### src/common/bdm_regs.svh
`ifndef BDM_REGS_SVH
`define BDM_REGS_SVH
// r-page special-function offsets
`define BDM_R_INDIRECT 6'h00
`define BDM_R_TIMER0_COUNT 6'h01
`define BDM_R_PCLOW 6'h02
`define BDM_R_STATUS 6'h03
`define BDM_R_FSP 6'h04
`define BDM_R_PORT_B_DATA 6'h06
`define BDM_R_POWER_CONTROL 6'h08
`define BDM_R_WAKE 6'h09
`define BDM_R_PC_HIGH_BUFFER 6'h0a
`define BDM_R_PULLDN 6'h0b
`define BDM_R_PULLUP 6'h0c
`define BDM_R_INTEN 6'h0e
`define BDM_R_INTFL 6'h0f
`define BDM_SFR_LAST 6'h0f
`define BDM_GPR_FIRST 6'h10
`define BDM_GPR_LAST 6'h3f
// f-page offsets
`define BDM_F_DIR 4'h6
`define BDM_F_T0PS 4'ha
`define BDM_F_BROWN 4'hc
`define BDM_F_POWER_CONTROL_EXT 4'hf
// s-page offsets
`define BDM_S_OSC 4'hf
// status field positions
`define BDM_ST_TO 4
`define BDM_ST_PD 3
`define BDM_ST_Z 2
`define BDM_ST_DC 1
`define BDM_ST_C 0
// reset values
`define BDM_PCL_RST 8'h00
`define BDM_STATUS_RST 8'h18
`define BDM_STACK_DEPTH 8
`endif

### src/common/bdm_pkg.sv
`default_nettype none
package bdm_pkg;
    // program-counter update selected by the core for each executed instruction
    typedef enum logic [2:0] {
        BDM_PC_STEP,
        BDM_PC_HOLD,
        BDM_PC_SHORT_JUMP,
        BDM_PC_SHORT_CALL,
        BDM_PC_LONG_JUMP,
        BDM_PC_LONG_CALL,
        BDM_PC_RETURN
    } bdm_pc_op_e;
    // which register space an access targets
    typedef enum logic [1:0] {
        BDM_SPACE_R,
        BDM_SPACE_F,
        BDM_SPACE_S
    } bdm_space_e;
    // timer0 clock source
    typedef enum logic [1:0] {
        BDM_T0_INST,
        BDM_T0_EXT,
        BDM_T0_LOW
    } bdm_t0_src_e;
endpackage
`default_nettype wire

### src/verilog/bdm_memory_map.sv
// Function
// - pointer bits 7:6 choose one of four banks
// - indirect access uses pointer low six bits, bank ignored
// - direct access uses opcode low six bits
// - indirect port has no storage, follows pointer
// - special registers only in bank 0, aliased
// - general sram 0x10-0x3f folds onto bank 0
// - f-page and s-page only via own instructions
// - bank bits ignored for f/s-page access
// - f-page decodes 0x6, 0xa, 0xc, 0xf only
// - timer0 read returns live count
// - timer0 write replaces count immediately
// - timer0 source from mode bit and config
// - pc low byte is pc 7:0, resets zero
// - pc advances by one unless held or loaded
// - pc 9:8 from pc high buffer, opcode target or stack
// - short jump: pc 8:0 opcode, bit9 buffer
// - short call: pc 7:0 opcode, push pc+1
// - long jump loads all ten bits
// - long call loads ten bits, pushes pc+1
// - status layout gp, timeout, powerdown, z, dc, c
// - powerdown flag set by wdt clear, cleared sleep
// - timeout flag set by clear/sleep, cleared timeout
// - carry set on carry or no borrow
// - eight-level hardware return stack
`include "bdm_regs.svh"
`default_nettype none
module bdm_memory_map (
    input wire logic ref_clk, // instruction clock
    input wire logic reset_n, // synchronous reset, active low
    input wire bdm_pkg::bdm_space_e acc_space, // space of this access
    input wire logic acc_direct, // 1: direct, 0: via pointer
    input wire logic [5:0] acc_opcode_addr, // opcode file field
    input wire logic acc_rd, // read strobe
    input wire logic acc_wr, // write strobe
    input wire logic [7:0] acc_wdata, // write data
    output logic [7:0] acc_rdata, // read data, combinational mux
    input wire bdm_pkg::bdm_pc_op_e pc_op, // pc update for this cycle
    input wire logic [9:0] instr_target, // target field of instruction
    output logic [9:0] pc, // program counter
    output logic stack_full, // eight return addresses held
    input wire logic alu_flags_wr, // update z, dc, c from alu
    input wire logic alu_zero, // zero result
    input wire logic alu_half_carry, // half carry or no half borrow
    input wire logic alu_carry_out, // carry out of adder
    input wire logic alu_is_sub, // subtraction: carry means no borrow
    input wire logic wdt_clear, // watchdog-clear instruction
    input wire logic sleep_exec, // sleep instruction
    input wire logic wdt_timeout, // watchdog timeout event
    input wire logic t0_mode_bit, // timer0 mode: 1 external pin
    input wire logic cfg_t0_low_osc, // config word: low oscillator
    input wire logic ext_clk_tick, // synchronous external edge
    input wire logic low_osc_tick, // synchronous low-osc edge
    output logic [7:0] pointer_value, // file select pointer
    output logic [7:0] port_direction, // f-page direction register
    output logic [7:0] timer0_prescale, // f-page prescaler control
    output logic [7:0] brownout_ctrl, // f-page brown-out control
    output logic [7:0] power_ctrl_ext, // f-page power control 2
    output logic [7:0] oscillator_ctrl // s-page oscillator control
);
    logic [7:0] status_flags; // status register
    logic [7:0] timer0_count; // live timer0 count
    logic [1:0] pc_high_buffer; // pc 9:8 staging bits
    logic pc_high_buffer_gp; // general bit of the high buffer
    logic [7:0] gpr [`BDM_GPR_FIRST:`BDM_GPR_LAST]; // 48-byte sram
    logic [7:0] sfr_misc [`BDM_R_PORT_B_DATA:`BDM_R_INTFL]; // plain sfr store
    logic [9:0] ret_stack [0:`BDM_STACK_DEPTH-1]; // return addresses
    logic [3:0] sp; // stack fill level
    logic [1:0] bank; // selected bank, only decoded
    logic [5:0] loc; // location within bank
    logic r_wr; // r-page write this cycle
    logic f_wr; // f-page write this cycle
    logic s_wr; // s-page write this cycle
    logic [9:0] pc_plus1; // next sequential address
    logic [9:0] next_pc; // pc after this cycle
    logic t0_tick; // timer0 count enable
    bdm_pkg::bdm_t0_src_e t0_src; // timer0 source

    // address formation; bank decoded even though all banks fold to 0
    always_comb begin
        bank = pointer_value[7:6];
        if (acc_direct && (acc_space != bdm_pkg::BDM_SPACE_R ||
                           acc_opcode_addr != `BDM_R_INDIRECT)) begin
            loc = acc_opcode_addr;
        end else begin
            // the port has no storage, it follows the pointer
            loc = pointer_value[5:0];
        end
    end

    // strobes per space; f/s pages use only the low nibble, no bank
    assign r_wr = acc_wr && acc_space == bdm_pkg::BDM_SPACE_R;
    assign f_wr = acc_wr && acc_space == bdm_pkg::BDM_SPACE_F;
    assign s_wr = acc_wr && acc_space == bdm_pkg::BDM_SPACE_S;

    // read mux; bank bits never enter the decode, so all banks alias
    always_comb begin
        acc_rdata = 8'h00; // empty slots read zero
        case (acc_space)
            bdm_pkg::BDM_SPACE_R: begin
                if (loc >= `BDM_GPR_FIRST) begin
                    acc_rdata = gpr[loc];
                end else begin
                    case (loc)
                        `BDM_R_TIMER0_COUNT: acc_rdata = timer0_count;
                        `BDM_R_PCLOW: acc_rdata = pc[7:0];
                        `BDM_R_STATUS: acc_rdata = status_flags;
                        `BDM_R_FSP: acc_rdata = pointer_value;
                        `BDM_R_PC_HIGH_BUFFER: begin
                            acc_rdata = {5'h00, pc_high_buffer_gp, pc_high_buffer};
                        end
                        `BDM_R_PORT_B_DATA, `BDM_R_POWER_CONTROL, `BDM_R_WAKE,
                        `BDM_R_PULLDN, `BDM_R_PULLUP, `BDM_R_INTEN,
                        `BDM_R_INTFL: acc_rdata = sfr_misc[loc];
                        default: acc_rdata = 8'h00;
                    endcase
                end
            end
            bdm_pkg::BDM_SPACE_F: begin
                case (loc[3:0])
                    `BDM_F_DIR: acc_rdata = port_direction;
                    `BDM_F_T0PS: acc_rdata = timer0_prescale;
                    `BDM_F_BROWN: acc_rdata = brownout_ctrl;
                    `BDM_F_POWER_CONTROL_EXT: acc_rdata = power_ctrl_ext;
                    default: acc_rdata = 8'h00;
                endcase
            end
            bdm_pkg::BDM_SPACE_S: begin
                if (loc[3:0] == `BDM_S_OSC) begin
                    acc_rdata = oscillator_ctrl;
                end
            end
            default: acc_rdata = 8'h00;
        endcase
    end

    // general-purpose sram, one array for all banks
    always_ff @(posedge ref_clk) begin
        if (r_wr && loc >= `BDM_GPR_FIRST) begin
            gpr[loc] <= acc_wdata;
        end
    end

    // plain special registers; their behaviour lives in other blocks
    genvar gi;
    generate
        for (gi = `BDM_R_PORT_B_DATA; gi <= `BDM_R_INTFL; gi++) begin : g_sfr
            always_ff @(posedge ref_clk) begin
                if (!reset_n) begin
                    sfr_misc[gi] <= 8'h00;
                end else if (r_wr && loc == 6'(gi) &&
                             6'(gi) != `BDM_R_PC_HIGH_BUFFER &&
                             6'(gi) != 6'h07 && 6'(gi) != 6'h0d) begin
                    sfr_misc[gi] <= acc_wdata; // unassigned 7, d ignored
                end
            end
        end
    endgenerate

    // file select pointer
    always_ff @(posedge ref_clk) begin
        if (!reset_n) begin
            pointer_value <= 8'h00;
        end else if (r_wr && loc == `BDM_R_FSP) begin
            pointer_value <= acc_wdata;
        end
    end

    // f-page and s-page registers, reached only by their instructions
    always_ff @(posedge ref_clk) begin
        if (!reset_n) begin
            port_direction <= 8'h00;
            timer0_prescale <= 8'h00;
            brownout_ctrl <= 8'h00;
            power_ctrl_ext <= 8'h00;
            oscillator_ctrl <= 8'h00;
        end else begin
            if (f_wr && loc[3:0] == `BDM_F_DIR) begin
                port_direction <= acc_wdata;
            end
            if (f_wr && loc[3:0] == `BDM_F_T0PS) begin
                timer0_prescale <= acc_wdata;
            end
            if (f_wr && loc[3:0] == `BDM_F_BROWN) begin
                brownout_ctrl <= acc_wdata;
            end
            if (f_wr && loc[3:0] == `BDM_F_POWER_CONTROL_EXT) begin
                power_ctrl_ext <= acc_wdata;
            end
            if (s_wr && loc[3:0] == `BDM_S_OSC) begin
                oscillator_ctrl <= acc_wdata;
            end
        end
    end

    // timer0 source: config word picks low osc, else the mode bit
    always_comb begin
        if (cfg_t0_low_osc) begin
            t0_src = bdm_pkg::BDM_T0_LOW;
        end else if (t0_mode_bit) begin
            t0_src = bdm_pkg::BDM_T0_EXT;
        end else begin
            t0_src = bdm_pkg::BDM_T0_INST;
        end
        case (t0_src)
            bdm_pkg::BDM_T0_EXT: t0_tick = ext_clk_tick;
            bdm_pkg::BDM_T0_LOW: t0_tick = low_osc_tick;
            default: t0_tick = 1'b1;
        endcase
    end

    // timer0 count; a write wins over the tick in the same cycle
    always_ff @(posedge ref_clk) begin
        if (!reset_n) begin
            timer0_count <= 8'h00;
        end else if (r_wr && loc == `BDM_R_TIMER0_COUNT) begin
            timer0_count <= acc_wdata;
        end else if (t0_tick) begin
            timer0_count <= timer0_count + 8'h01;
        end
    end

    // pc high buffer, feeds pc 9:8 on pcl write and short call, bit 9 on short jump
    always_ff @(posedge ref_clk) begin
        if (!reset_n) begin
            pc_high_buffer <= 2'b00;
            pc_high_buffer_gp <= 1'b0;
        end else if (r_wr && loc == `BDM_R_PC_HIGH_BUFFER) begin
            pc_high_buffer <= acc_wdata[1:0];
            pc_high_buffer_gp <= acc_wdata[2];
        end
    end

    // next pc selection
    assign pc_plus1 = pc + 10'h001;
    always_comb begin
        case (pc_op)
            bdm_pkg::BDM_PC_HOLD: next_pc = pc;
            bdm_pkg::BDM_PC_SHORT_JUMP: begin
                next_pc = {pc_high_buffer[1], instr_target[8:0]};
            end
            bdm_pkg::BDM_PC_SHORT_CALL: begin
                next_pc = {pc_high_buffer, instr_target[7:0]};
            end
            bdm_pkg::BDM_PC_LONG_JUMP: next_pc = instr_target;
            bdm_pkg::BDM_PC_LONG_CALL: next_pc = instr_target;
            bdm_pkg::BDM_PC_RETURN: begin
                next_pc = (sp != 4'h0) ? ret_stack[3'(sp - 4'h1)] : pc_plus1;
            end
            default: next_pc = pc_plus1;
        endcase
        // a write to the low byte loads pc 7:0 and the buffered high bits
        if (r_wr && loc == `BDM_R_PCLOW) begin
            next_pc = {pc_high_buffer, acc_wdata};
        end
    end

    // program counter register
    always_ff @(posedge ref_clk) begin
        if (!reset_n) begin
            pc <= {2'b00, `BDM_PCL_RST};
        end else begin
            pc <= next_pc;
        end
    end

    // return stack; on overflow the top slot is overwritten, a known limit
    assign stack_full = sp == 4'(`BDM_STACK_DEPTH);
    always_ff @(posedge ref_clk) begin
        if (!reset_n) begin
            sp <= 4'h0;
        end else if (pc_op == bdm_pkg::BDM_PC_SHORT_CALL ||
                     pc_op == bdm_pkg::BDM_PC_LONG_CALL) begin
            ret_stack[3'(stack_full ? 4'h7 : sp)] <= pc_plus1;
            if (!stack_full) begin
                sp <= sp + 4'h1;
            end
        end else if (pc_op == bdm_pkg::BDM_PC_RETURN && sp != 4'h0) begin
            sp <= sp - 4'h1;
        end
    end

    // status flags; hardware events win over a software write
    always_ff @(posedge ref_clk) begin
        if (!reset_n) begin
            status_flags <= `BDM_STATUS_RST;
        end else begin
            if (r_wr && loc == `BDM_R_STATUS) begin
                status_flags <= acc_wdata;
            end
            if (alu_flags_wr) begin
                status_flags[`BDM_ST_Z] <= alu_zero;
                status_flags[`BDM_ST_DC] <= alu_half_carry;
                // subtraction: carry flag means no borrow happened
                status_flags[`BDM_ST_C] <= alu_carry_out;
            end
            if (wdt_clear) begin
                status_flags[`BDM_ST_PD] <= 1'b1;
                status_flags[`BDM_ST_TO] <= 1'b1;
            end else if (sleep_exec) begin
                status_flags[`BDM_ST_PD] <= 1'b0;
                status_flags[`BDM_ST_TO] <= 1'b1;
            end
            if (wdt_timeout) begin
                status_flags[`BDM_ST_TO] <= 1'b0;
            end
        end
    end

    // checks
    chk_pc_step: assert property (@(posedge ref_clk) disable iff (!reset_n)
        pc_op == bdm_pkg::BDM_PC_STEP && !acc_wr |=> pc == $past(pc) + 10'h001)
        else $error("pc did not advance by one");
    chk_short_jump: assert property (@(posedge ref_clk) disable iff (!reset_n)
        pc_op == bdm_pkg::BDM_PC_SHORT_JUMP && !acc_wr |=>
        pc == {$past(pc_high_buffer[1]), $past(instr_target[8:0])})
        else $error("short jump target wrong");
    chk_short_call: assert property (@(posedge ref_clk) disable iff (!reset_n)
        pc_op == bdm_pkg::BDM_PC_SHORT_CALL && !acc_wr |=>
        pc == {$past(pc_high_buffer), $past(instr_target[7:0])})
        else $error("short call target wrong");
    chk_long_jump: assert property (@(posedge ref_clk) disable iff (!reset_n)
        pc_op == bdm_pkg::BDM_PC_LONG_JUMP && !acc_wr |=>
        pc == $past(instr_target))
        else $error("long jump target wrong");
    chk_call_return: assert property (@(posedge ref_clk) disable iff (!reset_n)
        pc_op == bdm_pkg::BDM_PC_LONG_CALL && !acc_wr && !stack_full ##1
        pc_op == bdm_pkg::BDM_PC_RETURN && !acc_wr |=>
        pc == $past(pc, 2) + 10'h001)
        else $error("call did not push pc plus one");
    chk_timer_write: assert property (@(posedge ref_clk) disable iff (!reset_n)
        r_wr && loc == `BDM_R_TIMER0_COUNT |=> timer0_count == $past(acc_wdata))
        else $error("timer0 write not taken");
    chk_sleep_pd: assert property (@(posedge ref_clk) disable iff (!reset_n)
        sleep_exec && !wdt_clear |=> !status_flags[`BDM_ST_PD])
        else $error("sleep did not clear powerdown flag");
    chk_wdt_to: assert property (@(posedge ref_clk) disable iff (!reset_n)
        wdt_timeout |=> !status_flags[`BDM_ST_TO])
        else $error("timeout did not clear flag");
    chk_bank_alias: assert property (@(posedge ref_clk) disable iff (!reset_n)
        acc_space == bdm_pkg::BDM_SPACE_R && acc_direct &&
        acc_opcode_addr == `BDM_R_FSP |-> acc_rdata == pointer_value)
        else $error("pointer read wrong in some bank");
    cov_long_call: cover property (@(posedge ref_clk)
        pc_op == bdm_pkg::BDM_PC_LONG_CALL);
    cov_stack_full: cover property (@(posedge ref_clk) stack_full);
    cov_indirect_gpr: cover property (@(posedge ref_clk)
        acc_rd && !acc_direct && bank == 2'b11 && loc >= `BDM_GPR_FIRST);
endmodule
`default_nettype wire

### config.mk
export PLATFORM = sky130hd
export DESIGN_NAME = bdm_memory_map
export DESIGN_NICKNAME = d
export VERILOG_FILES = /design/src/common/bdm_pkg.sv /design/src/verilog/bdm_memory_map.sv
export VERILOG_INCLUDE_DIRS = /design/src /design/src/common
export SDC_FILE = /design/constraint.sdc
export NUM_CORES = 1
export LEC_CHECK = 0
export BUFFER_PORTS_ARGS = -buffer_cell sky130_fd_sc_hd__buf_2
export CORE_ASPECT_RATIO = 1.25
export CORE_UTILIZATION = 45
export CTS_CLUSTER_SIZE = 28
export DETAILED_ROUTE_END_ITERATION = 10
export PLACE_DENSITY_LB_ADDON = 0.05
export SLEW_MARGIN = 40
export SYNTH_ARGS = -nofsm -noshare
export SYNTH_HDL_FRONTEND = slang
export SYNTH_SLANG_ARGS = --single-unit
### constraint.sdc
create_clock -name ref_clk -period 3.7 [get_ports ref_clk]
set_input_delay 0.37 -clock ref_clk [delete_from_list [all_inputs] [get_ports ref_clk]]
set_output_delay 0.37 -clock ref_clk [all_outputs]
set_load 0.005 [all_outputs]
==> metrics <==
status finished, violations left; failing checks setup timing; Finish-stage setup viols 1; CTS root buffer clkbuf_16; largest net degree at the start of global routing 65; die area 59010 um^2; area leader, netlist edfxtp_1; dpl cell area 29020 um^2; EDFF count, synth 520; R2R Path End status_flags[4]$_SDFFE_PN1P_; sequential share of the synthesized area 66.00%; dpl cells 3007; worst relative slew slack ~43%; remaining antenna violation count after routing 0; worst setup path start pointer_value[1]$_SDFFE_PN0P_; Worst Hold Class primary input to flip-flop; worst setup margin -7.409 ps; Final Hold Vio Count 0; layout cell share with drive strength beyond 1 between 20 and 30%; initial antenna violation count 4; fin crit share 100.2%; synthesized area around 26000 um^2; Area Overhead vs Synth 25.58%; TritonCTS Sinks 601; Initial DRT Pass Iterations 5; Slew Limit Fails 0; Clock transition at path regs 60 ps; net count after synthesis 2097; routability cong. about 0.88; Yosys top cell area share 59.79%; Critical Path Fanout Max 17; WL/cell 26.08 um; Final Cell Area 32800 um^2; Worst-Margin Slew 855.3 ps; Max IR drop VDD 0.4069 mV; Area contributors post-synth edfxtp_1 (60%), dfxtp_1 (6.2%), nand2_1 (5.1%); I/O pin count 113; PortBufs between 100 and 150; Global Route Usage Sum 27.87%; H-tree depth 2; Crit. End Element output port; synth cell count leaders edfxtp_1 (520), nand2_1 (353), nor2_1 (131); syn_area_per_cell 12.76 um^2; Min-Delay Path Depth 4; max cap viols 0; grt ovf 0; CORE AREA 57260 um^2; Critical Path RT between 3000 and 4000 ps; Initial Util 45.61%; Worst Setup Start Kind flip-flop; pwr/cell area 473.5 nW/um^2; CTS Buf Count roughly 60; Crit Path Category flip-flop to output port; met1 Track Usage GR about a third; Die Width ~220 um; static leakage 11.75 nW; M3 GR Usage around 5.1%; CTS max path bufs 3; WP data arrival 3340 ps; DIE HEIGHT approximately 270 um; Post-DP HPWL 53220 um; wire length of the first global-routing pass 119500 um; cell count after synthesis 2047; cells on worst reg2reg path 10; drt total wl roughly 83000 um; DRC 0; initial DRC count 1673; Synth warnings 0; total power around 16 mW; vias in the first global route 18090; most numerous cell in the Yosys netlist edfxtp_1; minimum clock period after layout 3707 ps; fmax 269.7 MHz; worst skew pair latency ~630 ps; Nets approximately 2400; Hold Path End status_flags[1]$_SDFFE_PN0P_; synth unique cells 80; GR Util met2 47.97%; clock skew 17.98 ps; Fin Hold WS between 50 and 60 ps; asr flop ratio synth 0%; ys flop type edfxtp_1; launching point of the worst reg2reg path pointer_value[4]$_SDFFE_PN0P_; TritonCTS clock tree built; Layout Utilization a little under three fifths; synthesized flop and latch total 601; Placement Rows ~100; final cell count without fillers ~3200; FF-to-FF setup slack 340 ps; RSZ-0062 raised after global routing true; vias around 18000; gr busiest metal met2; Via density just under 6; worst min-delay path startpoint alu_half_carry
==> critical path, cell delays in order, from the launching register on <==
cell,delay [ps]
dfxtp_4,350
mux2_4,290
a21o_4,250
buf_12,170
nor2_4,130
buf_12,180
buf_12,160
a211oi_1,80
or4_4,530
a31oi_1,220
a221o_1,200
buf_2,120
==> layout by cell type (no fill, tap or decap), types with 11 or more instances in the layout <==
master and n:
inv_1 13, nand4_1 40, xnor2_1 11, buf_12 29, o21ai_0 38, nor3_1 22, a211oi_1 16, buf_2 104
clkbuf_16 67, a21oi_1 61, mux2i_1 121, o211a_1 15, nor2b_1 52, buf_6 14, nor2_1 122, a32oi_1 26
a21oi_2 24, edfxtp_1 520, a32oi_2 12, and2_1 64, nand3_1 65, nand2_1 351, mux4_2 20, dfxtp_1 78
buf_4 243, a22oi_1 27, clkinv_2 17
==> what timing repair did <==
action	4_1_cts	5_1_grt
hold buffers	4	0
buffers inserted	34	31
hold endpoints to repair	2	0
pin swaps	25	44
resized for setup	99	88
cloned	8	4
setup endpoints to repair	8	8
==> logic make-up (layout without fill, tap and decap cells) <==
kind of cell             count (synthesis)  in the layout  synth area share, %
AO/OA/AOI/OAI                          340            341                9.160
XOR/XNOR                                23             23               0.7713
adder cells (fa/ha/maj)                  4              4               0.1916
buffers and inverters                  139            536                2.611
flip-flops                             601            601                66.00
multiplexers                           154            154                6.894
other                                    0              1                    0
AND/OR/NAND/NOR                        786            786                14.38
==> how the worst max path moves through the flow <==
stage,endpoint,slack (ps),depth (start not counted)
2_1_floorplan,pc[5]$_SDFFE_PN0P_,550,12
3_3_place_gp,acc_rdata[0],-320,13
3_5_place_dp,acc_rdata[0],-300,13
4_1_cts,acc_rdata[7],-20,11
5_1_grt,acc_rdata[0],-120,11
6_report,acc_rdata[0],-7,11
==> where the power goes <==
group	total, mW	internal (mW)	switching [mW]	leakage, nW
sequential	7.48	7.43	0.0523	5.41
clock	6.42	3.77	2.64	1.02
combinational	1.63	0.653	0.979	5.32
==> sequential cells by signal, summed over array words and instances (netlist names) <==
name	cells
timer0_prescale	8
gpr	384
sp	4
ret_stack	80
pc	10
power_ctrl_ext	8
pc_high_buffer_gp	1
oscillator_ctrl	8
status_flags	8
timer0_count	8
sfr_misc	56
pc_high_buffer	2
brownout_ctrl	8
pointer_value	8
port_direction	8
==> routing by layer <==
layer / vias up / share of wire, %
met5: - / 0.013
met4: 2 / 3.6
met3: 139 / 6.4
met2: 673 / 50
met1: 9225 / 40
li1: 8380 / -
==> area by class of cell <==
cell class	instances	area, um^2
fill	4676	24460
tap	750	938.4
clock buffer	76	1653
antenna	1	2.502
clock inverter	38	412.9
timing repair buffer	409	3483
multi-input combinational	1308	9014
inverter	13	48.80
sequential	601	17250
==> through the flow <==
step                worst slack [ps]  TNS, ps
floorplan                      545.0        0
global placement              -321.8   -323.0
detailed placement            -298.8   -326.4
CTS                           -24.68   -51.37
global route                  -115.1   -507.7
finish                        -7.409   -7.409
Note: power is estimated with default switching activity, not from simulation.
